$ cat src/hdl/seph_pkg.sv
// Constants and types shared by the write-protect and write engine logic
package seph_pkg;

    // ------------------------------------------------------------
    // Address map and protect-size encodings
    // ------------------------------------------------------------
    localparam int unsigned ADDR_W = 16;
    localparam logic [1:0] PSZ_NONE = 2'h0;
    localparam logic [1:0] PSZ_QTR  = 2'h1;
    localparam logic [1:0] PSZ_HALF = 2'h2;
    localparam logic [1:0] PSZ_ALL  = 2'h3;
    localparam logic [15:0] PROT_QTR_BASE  = 16'hC000;
    localparam logic [15:0] PROT_HALF_BASE = 16'h8000;
    localparam logic [15:0] PROT_ALL_BASE  = 16'h0000;

    // ------------------------------------------------------------
    // Status field reset values
    // ------------------------------------------------------------
    localparam logic       LOCK_RST = 1'b0;
    localparam logic [1:0] PSZ_RST  = 2'h0;

    // ------------------------------------------------------------
    // Write engine states
    // ------------------------------------------------------------
    typedef enum logic [1:0] {
        SEPH_IDLE,
        SEPH_MEM_WR,
        SEPH_STS_WR
    } seph_wr_state_t;

endpackage

$ cat src/hdl/seph_pause.sv
// Pause (hold) tracker for the serial link
`timescale 1ns/1ps
module seph_pause (
    input  wire logic i_ref_clk,
    input  wire logic i_rst,
    input  wire logic i_sel_n,
    input  wire logic i_sck,
    input  wire logic i_hold_n,
    output logic      o_paused
);
    logic paused_reg;
    logic sck_q_reg;
    logic sck_fall;

    assign sck_fall = sck_q_reg & ~i_sck;

    always_ff @(posedge i_ref_clk) begin
        if (i_rst) begin
            sck_q_reg <= 1'b0;
        end else begin
            sck_q_reg <= i_sck;
        end
    end

    // Hold follows the pin only when clock is low, or at its falling edge; deselect clears it at any time
    always_ff @(posedge i_ref_clk) begin
        if (i_rst || i_sel_n) begin
            paused_reg <= 1'b0;
        end else if (!i_sck || sck_fall) begin
            paused_reg <= ~i_hold_n;
        end
    end

    assign o_paused = paused_reg;
endmodule

$ cat src/hdl/seph_top.sv
// Write-protect decision, status lock fields, write engine and pause gating
`timescale 1ns/1ps
// Functional notes
// - Lock bit 0: status writable whenever enable latch is set.
// - Lock bit 1 and protect pin high: status writes still accepted.
// - Lock bit 1 and protect pin low: status writes refused.
// - Protect pin high releases hardware lock; only protect-size applies.
// - Protect-size 00 none, 01 C000-FFFF, 10 8000-FFFF, 11 all.
// - Latch clear blocks all writes; protected block never writable.
// - Paused: output floats, serial input and clock ignored.
// - Deselect during pause ends the operation in progress.
// - Pause input change with clock low acts immediately.
// - Pause input change with clock high acts at next falling edge.
// - Low supply aborts writes in progress and clears enable latch.
// - No write is started or taken while deselected.
// - Serial output is three-state: high, low or released.
// - Memory write into the protected range is neither accepted nor run.
// - Status write in hardware lock mode is not executed.
// - Lock and protect-size take new values only when status write ends.
module seph_top (
    input  wire logic        i_ref_clk,
    input  wire logic        i_rst,
    input  wire logic        i_sel_n,
    input  wire logic        i_sck,
    input  wire logic        i_sdi,
    input  wire logic        i_hold_n,
    input  wire logic        i_wp_n,
    input  wire logic        i_low_supply,
    input  wire logic        i_set_wel,
    input  wire logic        i_clr_wel,
    input  wire logic        i_mem_wr_req,
    input  wire logic [15:0] i_mem_wr_addr,
    input  wire logic        i_sts_wr_req,
    input  wire logic        i_sts_lock_new,
    input  wire logic [1:0]  i_sts_psz_new,
    input  wire logic        i_wr_done,
    input  wire logic        i_sdo_data,
    input  wire logic        i_sdo_drive,
    output logic             o_sck_int,
    output logic             o_sdi_int,
    output logic             o_sdo,
    output logic             o_sdo_oe,
    output logic             o_paused,
    output logic             o_sel_end,
    output logic             o_write_enable_latch,
    output logic             o_status_lock_bit,
    output logic             o_protect_size_hi,
    output logic             o_protect_size_lo,
    output logic             o_hardware_lock_mode,
    output logic             o_software_lock_mode,
    output logic             o_wr_busy,
    output logic             o_mem_wr_go,
    output logic             o_sts_wr_go,
    output logic             o_wr_refused,
    output logic             o_wr_abort
);
    // ------------------------------------------------------------
    // Functions and state
    // ------------------------------------------------------------
    function automatic logic addr_protected(input logic [1:0] psz, input logic [15:0] a);
        logic r;
        r = 1'b0;
        case (psz)
            seph_pkg::PSZ_NONE: r = 1'b0;
            seph_pkg::PSZ_QTR:  r = (a >= seph_pkg::PROT_QTR_BASE);
            seph_pkg::PSZ_HALF: r = (a >= seph_pkg::PROT_HALF_BASE);
            seph_pkg::PSZ_ALL:  r = (a >= seph_pkg::PROT_ALL_BASE);
            default:            r = 1'b1;
        endcase
        return r;
    endfunction

    seph_pkg::seph_wr_state_t st_reg;
    logic       wel_reg;
    logic       lock_reg;
    logic [1:0] psz_reg;
    logic       pend_lock_reg;
    logic [1:0] pend_psz_reg;
    logic       paused;
    logic       sel_q_reg;
    logic       sck_int_reg;
    logic       sdi_int_reg;
    logic       sdo_reg;
    logic       sdo_oe_reg;
    logic       sel_end_reg;
    logic       hw_lock_reg;
    logic       mem_go_reg;
    logic       sts_go_reg;
    logic       refused_reg;
    logic       abort_reg;
    logic       busy_reg;
    logic       sw_lock_reg;
    logic       idle;
    logic       hw_lock_now;
    logic       mem_ok;
    logic       sts_ok;

    seph_pause u_pause (
        .i_ref_clk (i_ref_clk),
        .i_rst     (i_rst),
        .i_sel_n   (i_sel_n),
        .i_sck     (i_sck),
        .i_hold_n  (i_hold_n),
        .o_paused  (paused)
    );

    // ------------------------------------------------------------
    // Protection decision
    // ------------------------------------------------------------
    assign idle        = (st_reg == seph_pkg::SEPH_IDLE);
    assign hw_lock_now = lock_reg & ~i_wp_n;
    // Requests only count while selected, not paused and supply good
    assign mem_ok = idle & wel_reg & ~i_sel_n & ~paused & ~i_low_supply
                  & ~addr_protected(psz_reg, i_mem_wr_addr);
    // Pin level sampled here, at acceptance, so later pin moves do not matter
    assign sts_ok = idle & wel_reg & ~i_sel_n & ~paused & ~i_low_supply
                  & ~hw_lock_now;

    // ------------------------------------------------------------
    // Write engine
    // ------------------------------------------------------------
    // Busy is kept in its own flop so the output needs no decode of the state
    always_ff @(posedge i_ref_clk) begin
        if (i_rst) begin
            st_reg   <= seph_pkg::SEPH_IDLE;
            busy_reg <= 1'b0;
        end else if (i_low_supply) begin
            st_reg   <= seph_pkg::SEPH_IDLE;
            busy_reg <= 1'b0;
        end else begin
            case (st_reg)
                seph_pkg::SEPH_IDLE: begin
                    if (i_mem_wr_req && mem_ok) begin
                        st_reg   <= seph_pkg::SEPH_MEM_WR;
                        busy_reg <= 1'b1;
                    end else if (i_sts_wr_req && !i_mem_wr_req && sts_ok) begin
                        // Memory request wins; a refused one must not let status slip in
                        st_reg   <= seph_pkg::SEPH_STS_WR;
                        busy_reg <= 1'b1;
                    end
                end
                seph_pkg::SEPH_MEM_WR,
                seph_pkg::SEPH_STS_WR: begin
                    if (i_wr_done) begin
                        st_reg   <= seph_pkg::SEPH_IDLE;
                        busy_reg <= 1'b0;
                    end
                end
                default: begin
                    st_reg   <= seph_pkg::SEPH_IDLE;
                    busy_reg <= 1'b0;
                end
            endcase
        end
    end

    always_ff @(posedge i_ref_clk) begin
        if (i_rst) begin
            pend_lock_reg <= seph_pkg::LOCK_RST;
            pend_psz_reg  <= seph_pkg::PSZ_RST;
        end else if (idle && i_sts_wr_req && sts_ok && !i_mem_wr_req) begin
            pend_lock_reg <= i_sts_lock_new;
            pend_psz_reg  <= i_sts_psz_new;
        end
    end

    // Old values stay visible until the internal write finishes
    always_ff @(posedge i_ref_clk) begin
        if (i_rst) begin
            lock_reg <= seph_pkg::LOCK_RST;
            psz_reg  <= seph_pkg::PSZ_RST;
        end else if (st_reg == seph_pkg::SEPH_STS_WR && i_wr_done && !i_low_supply) begin
            lock_reg <= pend_lock_reg;
            psz_reg  <= pend_psz_reg;
        end
    end

    // Latch clears at power trouble, on disable and when any write ends
    always_ff @(posedge i_ref_clk) begin
        if (i_rst || i_low_supply) begin
            wel_reg <= 1'b0;
        end else if (i_clr_wel || (!idle && i_wr_done)) begin
            wel_reg <= 1'b0;
        end else if (i_set_wel && idle) begin
            wel_reg <= 1'b1;
        end
    end

    always_ff @(posedge i_ref_clk) begin
        if (i_rst) begin
            mem_go_reg  <= 1'b0;
            sts_go_reg  <= 1'b0;
            refused_reg <= 1'b0;
            abort_reg   <= 1'b0;
            hw_lock_reg <= 1'b0;
            sw_lock_reg <= 1'b1;
        end else begin
            mem_go_reg  <= idle & i_mem_wr_req & mem_ok & ~i_low_supply;
            sts_go_reg  <= idle & i_sts_wr_req & ~i_mem_wr_req & sts_ok;
            refused_reg <= (i_mem_wr_req & ~mem_ok) | (i_sts_wr_req & ~i_mem_wr_req & ~sts_ok);
            abort_reg   <= i_low_supply & ~idle;
            hw_lock_reg <= hw_lock_now;
            sw_lock_reg <= ~hw_lock_now;
        end
    end

    // ------------------------------------------------------------
    // Serial gating while paused
    // ------------------------------------------------------------
    always_ff @(posedge i_ref_clk) begin
        if (i_rst) begin
            sck_int_reg <= 1'b0;
            sdi_int_reg <= 1'b0;
            sdo_reg     <= 1'b0;
            sdo_oe_reg  <= 1'b0;
            sel_q_reg   <= 1'b1;
            sel_end_reg <= 1'b0;
        end else begin
            // Internal clock frozen low, data frozen, output released
            if (!paused) begin
                sck_int_reg <= i_sck & ~i_sel_n;
                sdi_int_reg <= i_sdi;
            end else begin
                sck_int_reg <= 1'b0;
            end
            sdo_reg     <= i_sdo_data;
            sdo_oe_reg  <= i_sdo_drive & ~i_sel_n & ~paused;
            sel_q_reg   <= i_sel_n;
            sel_end_reg <= i_sel_n & ~sel_q_reg;
        end
    end

    assign o_sck_int            = sck_int_reg;
    assign o_sdi_int            = sdi_int_reg;
    assign o_sdo                = sdo_reg;
    assign o_sdo_oe             = sdo_oe_reg;
    assign o_paused             = paused;
    assign o_sel_end            = sel_end_reg;
    assign o_write_enable_latch = wel_reg;
    assign o_status_lock_bit    = lock_reg;
    assign o_protect_size_hi    = psz_reg[1];
    assign o_protect_size_lo    = psz_reg[0];
    assign o_hardware_lock_mode = hw_lock_reg;
    assign o_software_lock_mode = sw_lock_reg;
    assign o_wr_busy            = busy_reg;
    assign o_mem_wr_go          = mem_go_reg;
    assign o_sts_wr_go          = sts_go_reg;
    assign o_wr_refused         = refused_reg;
    assign o_wr_abort           = abort_reg;
endmodule

$ cat config.mk
export PLATFORM = sky130hd
export DESIGN_NAME = seph_top
export DESIGN_NICKNAME = d
export VERILOG_FILES = /design/src/hdl/seph_pkg.sv /design/src/hdl/seph_pause.sv /design/src/hdl/seph_top.sv
export SDC_FILE = /design/constraint.sdc
export NUM_CORES = 1
export LEC_CHECK = 0
export BUFFER_PORTS_ARGS = -buffer_cell sky130_fd_sc_hd__buf_2
export CORE_MARGIN = 1
export CORE_UTILIZATION = 45
export CTS_CLUSTER_SIZE = 24
export DETAILED_ROUTE_END_ITERATION = 7
export PLACE_DENSITY = 0.88
export SLEW_MARGIN = 15
export SYNTH_ARGS = -nofsm -noshare
export SYNTH_HDL_FRONTEND = slang
export SYNTH_SLANG_ARGS = --single-unit
$ cat constraint.sdc
create_clock -name i_ref_clk -period 3.6 [get_ports i_ref_clk]
set_clock_uncertainty 0.05 [all_clocks]
set_input_delay 0.72 -clock i_ref_clk [delete_from_list [all_inputs] [get_ports i_ref_clk]]
set_output_delay 0.72 -clock i_ref_clk [all_outputs]
set_load 0.02 [all_outputs]
==> results of run 1 <==
## area by class of cell
class	count	area, µm²	area share (%)
Timing Repair Buffer	36	180	16.1
Sequential cell	23	460	41.2
Clock buffer	4	26.3	2.35
Multi-Input combinational cell	57	405	36.2
Tap cell	25	31.3	2.80
Inverter	4	15.0	1.34
## worst max-delay path: cells and delay by family (launching register included)
| kind | cells | cell delay, ns |
|---|---|---|
| simple gates | 2 | 0.83 |
| compound gates | 2 | 0.36 |
| flops | 1 | 0.34 |
| fa+ha+maj | 1 | 0.29 |
| buf+inv | 1 | 0.09 |
## stage by stage
stage	hold WS (ns)	area, µm²	total power (µW)	std cells	setup WS (ns)
after detailed placement	0.347	1090	304	145	1.42
final	0.367	1120	415	149	1.59
after global routing	0.375	1120	434	149	1.38
after floorplan	0.323	885	285	85	1.65
after global placement	0.328	1090	302	145	1.43
after CTS	0.358	1120	417	149	1.62
## routing by layer
| layer | up-vias | global-route usage (%) | wire (µm) |
|---|---|---|---|
| li1 | 370 | - | - |
| met5 | - | 0 | 0 |
| met4 | 0 | 12.4 | 55 |
| met2 | 30 | 32.5 | 911 |
| met1 | 341 | 21.9 | 756 |
| met3 | 7 | 4.71 | 98 |
## report_power, final
part	leakage (µW)	total (µW)	switching (µW)	internal, µW
sequential	0.000187	261	2.08	259
combinational	0.000313	36.6	19.8	16.8
clock	0.0000150	117	73.5	43.3
total	0.000515	415	95.4	319
## path summary, 6_finish.rpt
path | start | to | slack (ns) | cells after the start
max | st_reg[0] | o_wr_busy | 1.59 | 6
min | sel_q_reg | o_sel_end | 0.37 | 1
max reg2reg | st_reg[0] | o_wr_busy | 1.59 | 6
min reg2reg | sel_q_reg | o_sel_end | 0.37 | 1
## cell usage in the layout (no fill, tap or decap)
cell type  instances
nand2b_1           6
nor4b_2            1
inv_1              4
a21oi_1            4
or2_2              1
and2_1             2
nor2b_1            2
a22oi_1            1
mux2i_1            8
nand3b_1           2
nor2_1            11
nand2_1            2
a2111oi_4          1
nor4_1             1
nor3b_1            2
and2_0             1
and2_2             1
o21ai_0            1
ha_1               2
buf_2             36
nand4_1            1
clkbuf_1           1
or4b_4             1
a21o_1             1
nor3_1             3
a21boi_1           1
clkbuf_4           3
a211oi_1           1
dfxtp_1           23
## cell usage after synthesis
cell type  instances
nand3b_1           2
nor2_1            11
nand2_1            2
nand2b_1           6
mux2i_1            8
and2_1             2
o21ai_0            1
nor3_1             3
or2_2              1
and2_2             1
a211oi_1           1
nor3b_1            2
or4b_4             1
nand4_1            1
a2111oi_4          1
nor4_1             1
dfxtp_1           23
a21o_1             1
and2_0             1
a21oi_1            4
ha_1               2
a22oi_1            1
inv_1              4
nor2b_1            2
a21boi_1           1
nor4b_2            1
clkbuf_1           1
## cell families after synthesis
family / synth area share (%)
AOI/OAI and AO/OA: 9.34
and+or+nand+nor: 24.6
muxes: 9.05
DFF: 52.1
buffers and inverters: 2.12
adders and majority gates: 2.83
==> metrics.txt, run 1 <==
Worst Tran Pin Value 0.693 ns; Cells after Synth 85; # DRC 0; slew margin rel. 53.7%; leakage 0.000515 µW; Avg Inst Size Synth 10.4 µm²; via/cell ratio 5.02; first-pass GRT wire length 2.84 mm; sequential element share of the synthesized area 52.1%; gr ovfl total 0; TritonRoute pass-1 iters 4; worst path cell trace inv_1 > ha_1 > nand2_1 > nor4b_2 > o21ai_0 > a21oi_1; crit path max fanout 7; maxcap violations 0; cts bufs inserted 3; vias in the first global route 684; die width 46.3 µm; Arr. time, crit path 2.21 ns; FP Rows 15; fin util 62.7%; CP Data Required Time 3.80 ns; Fmax 498 MHz; count of final max-slew check failures 0; CP max stage cell nor4b_2; Yosys top cell area share 52.1%; Initial DRC Count 14; Setup Buffers After CTS 0; Hold-fix buffers, CTS 0; CP max stage delay 0.67 ns; hpwl dp 1.36 mm; Yosys reg bits 23; htree depth 1; Root Buffer clkbuf_4; Worst setup EP type register; I/O pin count 51; area grow syn2layout 26.4%; power density over cell area 371 mW/mm²; Initial Util 49.6%; height of the chip 46.3 µm; Final ANT Viol Nets 0; CTS max path bufs 2; Tcrit/Tclk final 55.8%; synth unique cells 27; nets 161; min cycle time layout 2.01 ns; final RePlAce weighted congestion 0.860; unrepaired setup endpoints after global routing false; share of cells above drive strength 1 35.5%; final setup violation count 0; Hold/Removal Path Class register to register; Ant. Diodes 0; drt total wl 1.82 mm; cell accounting for the most synthesized area dfxtp_1; total number of vias 748; top cells by area, synth dfxtp_1 (52%), mux2i_1 (9.1%), nor2_1 (4.7%); DR WL/cell 12.2 µm; clock latency at the later pin of the worst-skew pair 0.31 ns; CTS tree yes; final hold vios 0; core footprint 0.00178 mm²; setup TNS 0 ns; Startpoint Class register; largest net degree at the start of global routing 17; GRT Total Usage 19.5%; die area 0.00215 mm²; # fillers 148; syn_nets 121; clk sinks 23; yosys warns 0; post-CTS sizing 0; Max VDD drop 228 µV; initial antenna violation count 0; status finished clean; I/O Buffers 36; synthesized area 885 µm²; Reg clk slew, reported paths 0.12 ns; WS Path Type register to register
No activity file was read; power rests on OpenSTA's default activity.
==> run 2: changes to the inputs <==
--- a/config.mk
+++ b/config.mk
@@ -7,10 +7,10 @@
 export LEC_CHECK = 0
 export BUFFER_PORTS_ARGS = -buffer_cell sky130_fd_sc_hd__buf_2
 export CORE_MARGIN = 1
-export CORE_UTILIZATION = 45
+export CORE_UTILIZATION = 42
 export CTS_CLUSTER_SIZE = 24
 export DETAILED_ROUTE_END_ITERATION = 7
-export PLACE_DENSITY = 0.88
+export PLACE_DENSITY = 0.83
 export SLEW_MARGIN = 15
 export SYNTH_ARGS = -nofsm -noshare
 export SYNTH_HDL_FRONTEND = slang
==> constraint.sdc (replaced) <==
create_clock -name i_ref_clk -period 2.1 [get_ports i_ref_clk]
set_clock_uncertainty 0.05 [all_clocks]
set_input_delay 0.42 -clock i_ref_clk [delete_from_list [all_inputs] [get_ports i_ref_clk]]
set_output_delay 0.42 -clock i_ref_clk [all_outputs]
set_load 0.02 [all_outputs]
==> metrics.txt, run 2 (synthesis gave the netlist of run 1 again) <==
worst path cell trace inv_1 > ha_1 > nand2_1 > nor4b_2 > buf_4 > mux2i_1 > nor2_1; WS Path Type register to register; post-CTS sizing 0; setup TNS 0 ns; status finished clean; slew margin rel. 73.1%; Hold/Removal Path Class input port to register; R2R depth 7; R2R Path End pend_psz_reg[0]; crit path max fanout 7; gr ovfl total 0; Setup Buffers After CTS 0; I/O Buffers 36; CTS tree yes; CP max stage cell dfxtp_1; I/O pin count 51; crit path launch st_reg[0]; Final ANT Viol Nets 0; power consumption 706 µW; Arr. time, crit path 1.93 ns; min cycle time layout 1.78 ns; height of the chip 47.9 µm; Tcrit/Tclk final 84.8%; Root Buffer clkbuf_4; Startpoint Class register; total number of vias 725; number of cells on the critical path 7; final instance area 0.00113 mm²; htree depth 1; most frequent cells in the layout buf_2 (36), dfxtp_1 (23), nor2_1 (11), mux2i_1 (8), nand2b_1 (6); maxcap violations 0; DR WL/cell 11.5 µm; largest net degree at the start of global routing 17; final RePlAce weighted congestion 0.768; hpwl dp 1.39 mm; clk sinks 23; # DRC 0; commonest non-fill, non-tap cell in the layout buf_2; FP Rows 16; Worst setup EP type register; reg-to-reg critical path startpoint st_reg[0]; Max VDD drop 374 µV; area grow syn2layout 27.7%; CP Data Required Time 2.25 ns; Worst Setup EP pend_psz_reg[0]; post-route insts no fill 152; Worst Tran Pin Value 0.404 ns; power density over cell area 625 mW/mm²; count of final max-slew check failures 0; Ant. Diodes 0; final setup violation count 0; clock latency at the later pin of the worst-skew pair 0.30 ns; Fmax 561 MHz; nets 162; Reg2Reg Setup Slack 0.32 ns; vias in the first global route 577; cell family with most CP delay simple AND/OR/NAND/NOR gates; die width 47.9 µm; placed cell area 0.00110 mm²; final hold vios 0; Initial DRC Count 7; CTS max path bufs 2; Initial Util 45.1%; leakage 0.000523 µW; Worst Path Buf+Inv 2; share of cells above drive strength 1 36.8%; cts bufs inserted 3; die area 0.00229 mm²; drt total wl 1.76 mm; Hold-fix buffers, CTS 0; GRT Total Usage 16.1%; core footprint 0.00196 mm²; first-pass GRT wire length 2.41 mm; via/cell ratio 4.77; CP max stage delay 0.34 ns; dpl cells 148; Reg clk slew, reported paths 0.12 ns; unrepaired setup endpoints after global routing false; TritonRoute pass-1 iters 4; initial antenna violation count 0
run 2: final cells by class:
| cell class | count | area [µm²] |
|---|---|---|
| inverters | 4 | 15.0 |
| multi-input cells | 57 | 405 |
| repair buffers | 37 | 188 |
| flip-flops and latches | 23 | 460 |
| fillers | 202 | 832 |
| well taps | 27 | 33.8 |
| clock buffers | 3 | 22.5 |
| clock inverters | 1 | 5.00 |
run 2: power breakdown:
group	internal (µW)	total [µW]	switching, µW
Combinational	29.0	62.3	33.4
Clock	70.9	196	125
Sequential	444	448	3.51
run 2: through the flow:
| stage | utilization, % | setup slack (ns) | hold WS [ns] |
|---|---|---|---|
| 3_3_place_gp | 56.2 | 0.241 | 0.327 |
| 5_1_grt | 57.6 | 0.190 | 0.204 |
| 2_1_floorplan | - | 0.378 | 0.323 |
| 4_1_cts | 57.6 | 0.311 | 0.217 |
| 3_5_place_dp | 56.2 | 0.186 | 0.336 |
| 6_report | 57.6 | 0.319 | 0.229 |
run 2: how the worst min path moves through the flow:
stage                      endpoint  startpoint  cells past startpoint
6_report       o_write_enable_latch   i_clr_wel                      2
5_1_grt        o_write_enable_latch   i_clr_wel                      2
4_1_cts        o_write_enable_latch   i_clr_wel                      2
3_5_place_dp              o_sel_end   sel_q_reg                      1
3_3_place_gp              o_sel_end   sel_q_reg                      1
2_1_floorplan             o_sel_end   sel_q_reg                      1
run 2: per-layer routing:
metal / vias to the layer above / wire, µm / track usage [%] / part of all wire, %
met5: - / 0 / 0 / 0
met4: 0 / 27 / 10.0 / 1.5
met3: 2 / 64 / 3.40 / 3.6
met2: 17 / 892 / 27.0 / 51
met1: 335 / 771 / 18.5 / 44
li1: 371 / - / - / -
